`src/rtl/jump_incr_pkg.sv`:
```
// Package: shared constants and carriers for the jump / increment executor
package jump_incr_pkg;
   // ------------------------------------------------------------
   // Opcode fields
   // ------------------------------------------------------------
   localparam logic [7:0]  JUMP_OP_HI   = 8'hEF;  // First jump word, bits 15:8
   localparam logic [3:0]  JUMP_OP_SEC  = 4'hF;   // Second jump word, bits 15:12
   localparam logic [5:0]  INCR_OP      = 6'h0A;  // Increment word, bits 15:10
   localparam int          DEST_BIT     = 9;      // Destination select position
   localparam int          ACC_BIT      = 8;      // Access select position
   localparam logic [7:0]  INDEX_LIMIT  = 8'h5F;  // Indexed window top
   localparam logic [3:0]  ACCESS_HI_BANK = 4'hF; // Access bank upper half
   localparam logic [7:0]  ACCESS_SPLIT = 8'h60;  // Access bank split point
   // ------------------------------------------------------------
   // Status bit positions
   // ------------------------------------------------------------
   localparam int ST_C     = 0;  // Carry
   localparam int ST_DIGIT = 1;  // Digit carry
   localparam int ST_Z     = 2;  // Zero
   localparam int ST_OVFL  = 3;  // Signed overflow
   localparam int ST_N     = 4;  // Negative
   localparam logic [4:0] STATUS_RST = 5'h00;
   localparam logic [20:0] COUNTER_RST = 21'h000000;
   localparam logic [7:0]  WREG_RST  = 8'h00;
   localparam logic [3:0]  BANK_RST  = 4'h0;
   localparam logic [11:0] FSR2_RST  = 12'h000;

   // Instruction cycle phases, one-hot
   typedef enum logic [3:0]
   {
      PH_Q1 = 4'h1,
      PH_Q2 = 4'h2,
      PH_Q3 = 4'h4,
      PH_Q4 = 4'h8
   } phase_e;

   // Data memory request carrier
   typedef struct packed
   {
      logic        rd;    // Read strobe
      logic        wr;    // Write strobe
      logic [11:0] addr;  // Full data address
      logic [7:0]  wdata; // Write data
   } dmem_req_s;

   // Increment result carrier
   typedef struct packed
   {
      logic [7:0] sum;
      logic [4:0] flags;
   } incr_res_s;
endpackage : jump_incr_pkg

```
`src/rtl/jump_incr_exec.sv`:
```
// Executor for the absolute jump and increment-file instructions
`timescale 1ns/1ps
module jump_incr_exec
(
   // Clock and reset
   input  wire logic                       clk,
   input  wire logic                       reset_n,
   // Program memory word fetch
   input  wire logic [15:0]                prog_word,
   output      logic [20:0]                program_counter,
   // Data memory
   output      jump_incr_pkg::dmem_req_s   dmem_req,
   input  wire logic [7:0]                 dmem_rdata,
   // Core context
   input  wire logic                       ext_set_en,
   input  wire logic [3:0]                 bank_select_register,
   input  wire logic [11:0]                index_base,
   // Architectural state out
   output      logic [7:0]                 working_reg,
   output      logic [4:0]                 status_flags,
   output      logic                       busy_second_cycle
);
   // ------------------------------------------------------------
   // State
   // ------------------------------------------------------------
   typedef struct packed
   {
      jump_incr_pkg::phase_e     phase;     // Current Q phase
      logic [15:0]               ir;        // Latched instruction word
      logic                      nop_cycle; // Idle second jump cycle
      logic [7:0]                k_low;     // Low target byte
      logic [7:0]                data;      // Fetched file byte
      logic [20:0]               counter;   // Byte program counter, bit 0 zero
      logic [7:0]                wreg;      // Working register
      logic [4:0]                status;    // Sign, overflow, zero, digit carry, carry
      jump_incr_pkg::dmem_req_s  req;       // Data memory strobes and address
   } state_s;

   // One registered word and the copy that the decode fills
   state_s                   st_reg;     // Registered state
   state_s                   st_next;    // Next state
   logic [1:0]               rst_sync;   // Reset release synchroniser
   logic                     rst_n_int;  // Released reset
   jump_incr_pkg::incr_res_s alu_res;    // Incremented byte and flags
   logic                     is_jump;    // Decoded first jump word
   logic                     is_incr;    // Decoded increment word
   logic [11:0]              file_addr;  // Resolved data address

   // ------------------------------------------------------------
   // Reset release
   // ------------------------------------------------------------
   // Clears at once on the pin, sets one stage per edge
   always_ff @(posedge clk or negedge reset_n)
   begin
      if (!reset_n)
         rst_sync <= 2'h0;
      else
         rst_sync <= {rst_sync[0], 1'b1};
   end
   // Assertion is immediate; release waits two edges so no state flop
   // sees reset drop close to a clock edge
   assign rst_n_int = rst_sync[1];

   // ------------------------------------------------------------
   // Decode
   // ------------------------------------------------------------
   // Type decode uses only the latched word; after Q1 the fetch bus is read again only for a jump's second word at Q4;
   // an unknown word decodes as neither and just advances the counter
   assign is_jump = (st_reg.ir[15:8] == jump_incr_pkg::JUMP_OP_HI);
   assign is_incr = (st_reg.ir[15:10] == jump_incr_pkg::INCR_OP);

   // ------------------------------------------------------------
   // Address resolution for the increment operand
   // ------------------------------------------------------------
   // Pure decode of the latched word; the bank inputs are read live, so
   // the core must hold them steady through Q2
   always_comb
   begin
      // Access bit clear: indexed window first, then the access bank
      if (!st_reg.ir[jump_incr_pkg::ACC_BIT])
      begin
         if (ext_set_en && st_reg.ir[7:0] <= jump_incr_pkg::INDEX_LIMIT)
            file_addr = index_base + {4'h0, st_reg.ir[7:0]};
         else if (st_reg.ir[7:0] < jump_incr_pkg::ACCESS_SPLIT)
            file_addr = {4'h0, st_reg.ir[7:0]};
         else
            file_addr = {jump_incr_pkg::ACCESS_HI_BANK, st_reg.ir[7:0]};
      end
      else
         file_addr = {bank_select_register, st_reg.ir[7:0]};
   end

   // ------------------------------------------------------------
   // Incrementer
   // ------------------------------------------------------------
   // Fed from the captured byte, not the bus, so sum and flags have a
   // whole clock to settle before the Q4 edge uses them
   incr_alu u_alu
   (
      .operand (st_reg.data),
      .result  (alu_res)
   );

   // ------------------------------------------------------------
   // Phase sequencer and execution
   // ------------------------------------------------------------
   always_comb
   begin
      // Hold everything by default; strobes are one-cycle pulses
      st_next = st_reg;
      st_next.req.rd = 1'b0;
      st_next.req.wr = 1'b0;
      case (st_reg.phase)
         jump_incr_pkg::PH_Q1:
         begin
            // Decode: latch the fetched word unless in the idle second jump cycle
            st_next.phase = jump_incr_pkg::PH_Q2;
            if (!st_reg.nop_cycle)
               st_next.ir = prog_word;
         end
         jump_incr_pkg::PH_Q2:
         begin
            // Read phase: low target byte or file byte
            st_next.phase = jump_incr_pkg::PH_Q3;
            if (st_reg.nop_cycle)
               st_next.nop_cycle = st_reg.nop_cycle;
            else if (is_jump)
               st_next.k_low = st_reg.ir[7:0];
            else if (is_incr)
            begin
               st_next.req.rd   = 1'b1;
               st_next.req.addr = file_addr;
            end
         end
         jump_incr_pkg::PH_Q3:
         begin
            // Process phase: capture the byte while the read strobe stands
            st_next.phase = jump_incr_pkg::PH_Q4;
            if (!st_reg.nop_cycle && is_incr)
               st_next.data = dmem_rdata;
         end
         jump_incr_pkg::PH_Q4:
         begin
            // Write phase: counter, then flags and destination
            st_next.phase = jump_incr_pkg::PH_Q1;
            if (st_reg.nop_cycle)
               st_next.nop_cycle = 1'b0;
            else if (is_jump)
            begin
               // Second word is presented at the next fetch address;
               // a word without the prefix is refused and only steps on
               if (prog_word[15:12] == jump_incr_pkg::JUMP_OP_SEC)
               begin
                  st_next.counter = {prog_word[11:0], st_reg.k_low, 1'b0};
                  st_next.nop_cycle = 1'b1;
               end
               else
                  st_next.counter = st_reg.counter + 21'h000002;
            end
            else
            begin
               st_next.counter = st_reg.counter + 21'h000002;
               if (is_incr)
               begin
                  st_next.status = alu_res.flags;
                  if (st_reg.ir[jump_incr_pkg::DEST_BIT])
                  begin
                     st_next.req.wr    = 1'b1;
                     st_next.req.wdata = alu_res.sum;
                  end
                  else
                     st_next.wreg = alu_res.sum;
               end
            end
         end
         default:
            st_next.phase = jump_incr_pkg::PH_Q1;
      endcase
   end

   // ------------------------------------------------------------
   // State register
   // ------------------------------------------------------------
   // Only constants in the reset branch; everything else arrives
   // through the next-state copy
   always_ff @(posedge clk or negedge rst_n_int)
   begin
      if (!rst_n_int)
      begin
         st_reg.phase     <= jump_incr_pkg::PH_Q1;
         st_reg.ir        <= 16'h0000;
         st_reg.nop_cycle <= 1'b0;
         st_reg.k_low     <= 8'h00;
         st_reg.data      <= 8'h00;
         st_reg.counter   <= jump_incr_pkg::COUNTER_RST;
         st_reg.wreg      <= jump_incr_pkg::WREG_RST;
         st_reg.status    <= jump_incr_pkg::STATUS_RST;
         st_reg.req       <= '0;
      end
      else
         st_reg <= st_next;
   end

   // ------------------------------------------------------------
   // Outputs straight from flip-flops
   // ------------------------------------------------------------
   // Busy lets the fetch side see that the fetched word is being skipped
   assign program_counter   = st_reg.counter;
   assign dmem_req          = st_reg.req;
   assign working_reg       = st_reg.wreg;
   assign status_flags      = st_reg.status;
   assign busy_second_cycle = st_reg.nop_cycle;
endmodule : jump_incr_exec

```
`src/rtl/incr_alu.sv`:
```
// Incrementer with status flag generation
`timescale 1ns/1ps
module incr_alu
(
   // Operand
   input  wire logic [7:0]                 operand,
   // Result and flags
   output      jump_incr_pkg::incr_res_s   result
);
   // ------------------------------------------------------------
   // Add one and derive flags
   // ------------------------------------------------------------
   logic [8:0] wide;  // Carry out in bit 8
   logic [4:0] low;   // Carry out of bit 3 in bit 4

   always_comb
   begin
      wide = {1'b0, operand} + 9'h001;
      low  = {1'b0, operand[3:0]} + 5'h01;
      result.sum = wide[7:0];
      result.flags = '0;
      result.flags[jump_incr_pkg::ST_C]  = wide[8];
      result.flags[jump_incr_pkg::ST_DIGIT] = low[4];
      result.flags[jump_incr_pkg::ST_Z]  = (wide[7:0] == 8'h00);
      // Signed overflow only when 7Fh rolls to 80h
      result.flags[jump_incr_pkg::ST_OVFL] = ~operand[7] & wide[7];
      result.flags[jump_incr_pkg::ST_N]  = wide[7];
   end
endmodule : incr_alu

```
`config.mk`:
```
export PLATFORM = sky130hd
export DESIGN_NAME = jump_incr_exec
export DESIGN_NICKNAME = d
export VERILOG_FILES = /design/src/rtl/jump_incr_pkg.sv /design/src/rtl/jump_incr_exec.sv /design/src/rtl/incr_alu.sv
export SDC_FILE = /design/constraint.sdc
export NUM_CORES = 1
export LEC_CHECK = 0
export ABC_AREA = 1
export CORE_UTILIZATION = 51
export DETAILED_ROUTE_END_ITERATION = 16
export DONT_BUFFER_PORTS = 1
export PLACE_DENSITY = 0.66
export SETUP_SLACK_MARGIN = 0.5
export SLEW_MARGIN = 0
export SYNTH_ARGS = -nofsm -noshare
export SYNTH_HDL_FRONTEND = slang
export SYNTH_HIERARCHICAL = 1
export SYNTH_SLANG_ARGS = --single-unit
```
`constraint.sdc`:
```
create_clock -name clk -period 7.8 [get_ports clk]
set_input_delay 1.56 -clock clk [delete_from_list [all_inputs] [get_ports clk]]
set_output_delay 1.56 -clock clk [all_outputs]
set_load 0.03 [all_outputs]
```
==> out/metrics.csv <==
stage,metric,value,unit
setup_path,critical path required time,8090,ps
logic_synthesis,Synth area leader,dfrtp_1,
power_and_ir_drop,Max IR drop VDD,0.0001170,V
setup_path,worst r2r src,busy_second_cycle,
clock_tree,cts repair resizes,0,
floorplan,# IOs,100,
setup_path,register-to-register setup slack,5630,ps
routing,routed via count,4150,
logic_synthesis,most common cell in the synthesized netlist,nand2_1,
floorplan,Die Y,106.0,µm
finish,Area Growth Syn to Fin,-1.793,%
setup_path,crit-path max FO,3,
clock_tree,Post-CTS Hold Buffers,0,
sta,worst-case clock skew,15.95,ps
sta,headroom to the max-slew limit,0.2729,
global_route,aggregate global routing overflow,0,
logic_synthesis,Post-synth EDFFs,0,
setup_path,R2R cell count,5,
clock_tree,Worst-path clk slew,100,ps
logic_synthesis,Async SR Flop Fraction,1.000,
sta,setup repair after global routing missed its margin,no,
setup_path,Worst Setup EP,dmem_req[16],
placed_design,Placer Congestion,0.8598,
clock_tree,postcts setup bufs,0,
setup_path,critical path depth,10,
logic_synthesis,ys flop type,dfrtp_1,
clock_tree,CTS root buf,clkbuf_8,
routing,WL/cell,15.46,µm
global_route,largest net degree at the start of global routing,89,
finish,max FFs per register,36,
global_route,total track usage,0.2317,
setup_path,Crit Path Class,in -> reg,
sta,Fmax achieved,381.6,MHz
logic_synthesis,synth warn,6,
global_route,first-pass GRT wire length,20420,µm
setup_path,CP cell instances,ha_1 -> inv_1 -> fa_1 -> inv_1 -> nand3_1 -> nand3_1 -> nand4_1 -> nand3_1 -> nand3_1 -> a21oi_1,
setup_path,worst reg2reg path endpoint,working_reg[0],
clock_tree,H-tree depth,3,
logic_synthesis,synth unique cells,41,
logic_synthesis,number of synthesized register bits,94,
placed_design,port buffer count,0,
clock_tree,clock sink count,94,
outcome,outcome,"complete, no violations",
logic_synthesis,most instantiated cells after synthesis,"200 x nand2_1, 93 x dfrtp_1, 76 x inv_1",
setup_path,Critical Path Most Common Cell,nand3_1,
setup_path,Worst path max stage delay,400,ps
sta,worst slew pin tran,1091,ps
placed_design,Placed Cells,775,
global_route,vias in the first global route,4076,
routing,count of TritonRoute iterations in the first routing pass,5,
floorplan,Core Region,10420,µm²
logic_synthesis,"Cell Area, Synth",5514,µm²
floorplan,row cnt,37,
floorplan,Die Area,11230,µm²
finish,layout cell share with drive strength beyond 1,0.1069,
routing,drt via density,5.247,
setup_path,Crit. End Element,flop,
sta,setup TNS,0,ps
logic_synthesis,Cells after Synth,705,
placed_design,hpwl dp,9294,µm
power_and_ir_drop,Pleak,2.756,nW
finish,# diodes,0,
setup_path,CP top delay family,adder cells,
sta,Final period util,0.3360,
clock_tree,clk_lat worst skew,370,ps
setup_path,crit start category,primary input,
sta,setup violators final,0,
finish,post-route insts no fill,791,
logic_synthesis,Post-Syn Nets,761,
global_route,initial antenna violation count,0,
sta,Final Max Tran Viols,0,
routing,Initial DRC Count,253,
setup_path,Crit-path slowest cell,fa_1,
logic_synthesis,post-synthesis area per instance,7.821,µm²
clock_tree,CTS tree,yes,
routing,final wirelength,12230,µm
logic_synthesis,Yosys top cell area share,0.4221,
logic_synthesis,sequential fraction of the synthesis area,0.4268,
floorplan,Die Width,106.0,µm
run,max-cap viol count,0,
setup_path,Crit path arrival time,2910,ps
clock_tree,CTS Buf Count,9,
setup_path,CP startpoint,index_base[0],
routing,Post-route DRC,0,
clock_tree,Bufs on Longest Clock Path,2,
routing,antenna-violating nets left,0,
sta,final hold violations,0,
floorplan,initial core utilization,0.5294,
finish,Post-layout nets,706,
sta,Fin Hold WS,105.5,ps
hold_path,worst min path class,reg -> async,
setup_path,Crit path buffers/inverters,2,
power_and_ir_drop,PwrDens,181.5,nW/µm²
logic_synthesis,largest cells by area after synthesis,"dfrtp_1 42%, nand2_1 14%, buf_4 8.0%, inv_1 5.2%, nand3_1 3.7%",
sta,Tmin final,2621,ps
stage by stage:
stage | util | power [W] | setup WS, ps | area, µm²
finish | 0.5199 | 0.0009831 | 5179 | 5415
global placement | 0.4998 | 0.0006435 | 4832 | 5206
floorplan | - | 0.0006354 | 4947 | 5514
global route | 0.5199 | 0.001028 | 5068 | 5415
detailed placement | 0.4998 | 0.0006453 | 4775 | 5206
CTS | 0.5199 | 0.0009922 | 5186 | 5415
worst reg2reg max path: cells and delay by family, from the launching register on:
family	cells	cell delay (ps)
flops	1	540
compound gates	1	260
buf+inv	2	650
simple gates	2	640
per-layer routing:
layer / up-vias / global-route usage / share of wire
met2: 106 / 0.3777 / 0.48
met3: 16 / 0.06683 / 0.068
li1: 2079 / - / -
met4: 0 / 0.08036 / 0.015
met5: - / 0 / 0
met1: 1949 / 0.2946 / 0.44
how the worst min path moves through the flow:
stage                            from      endpoint  slack, ps  cells after the start
after global placement    rst_sync[1]  dmem_req[18]        110                      0
after detailed placement  rst_sync[1]  dmem_req[18]        110                      0
final                     rst_sync[1]  dmem_req[16]        110                      0
after global routing      rst_sync[1]  dmem_req[16]        110                      0
after floorplan           rst_sync[0]   rst_sync[1]        330                      0
after CTS                 rst_sync[1]  dmem_req[16]        110                      0
power by group:
part	total [W]	switching (W)	internal, W
Combinational	0.0000920	0.0000598	0.0000322
Sequential	0.000543	0.0000371	0.000506
Clock	0.000348	0.000192	0.000156
logic make-up after synthesis:
kind of cell | count (synthesis) | synth area share
XOR/XNOR | 9 | 0.01430
other | 2 | 0.001362
flip-flops | 94 | 0.4268
adder cells (fa/ha/maj) | 13 | 0.03086
AO/OA/AOI/OAI | 89 | 0.09258
buffers and inverters | 153 | 0.1491
multiplexers | 10 | 0.02042
AND/OR/NAND/NOR | 335 | 0.2646
layout make-up:
class / count / area (µm²)
fill: 1028 / 5001
sequential: 94 / 2357
multi-input combinational: 458 / 2345
inverter: 85 / 319.1
tap: 136 / 170.2
clock buffer: 9 / 123.9
clock inverter: 7 / 85.08
timing repair buffer: 2 / 15.01
layout by cell type, fill, tap and decap left out, types with 4 or more instances in the layout:
cell      synthesis  final
nor2_1           53     53
inv_1            76     76
nor3_1            8      8
inv_6             0      4
xnor2_1           6      6
o22ai_1           4      4
nand4_1           9      9
o21ai_0          41     41
dfrtp_1          93     92
nand2_1         200    200
o21ai_2           8      8
a21oi_1          14     14
o21ai_1          10     10
nand3_1          41     41
nor2_2            5      5
clkbuf_8          0      9
ha_1             12     12
o211ai_1          7      7
inv_2             8      8
nand2_2           6      6
mux2_2           10     10
(Power assumes the default switching activity.)
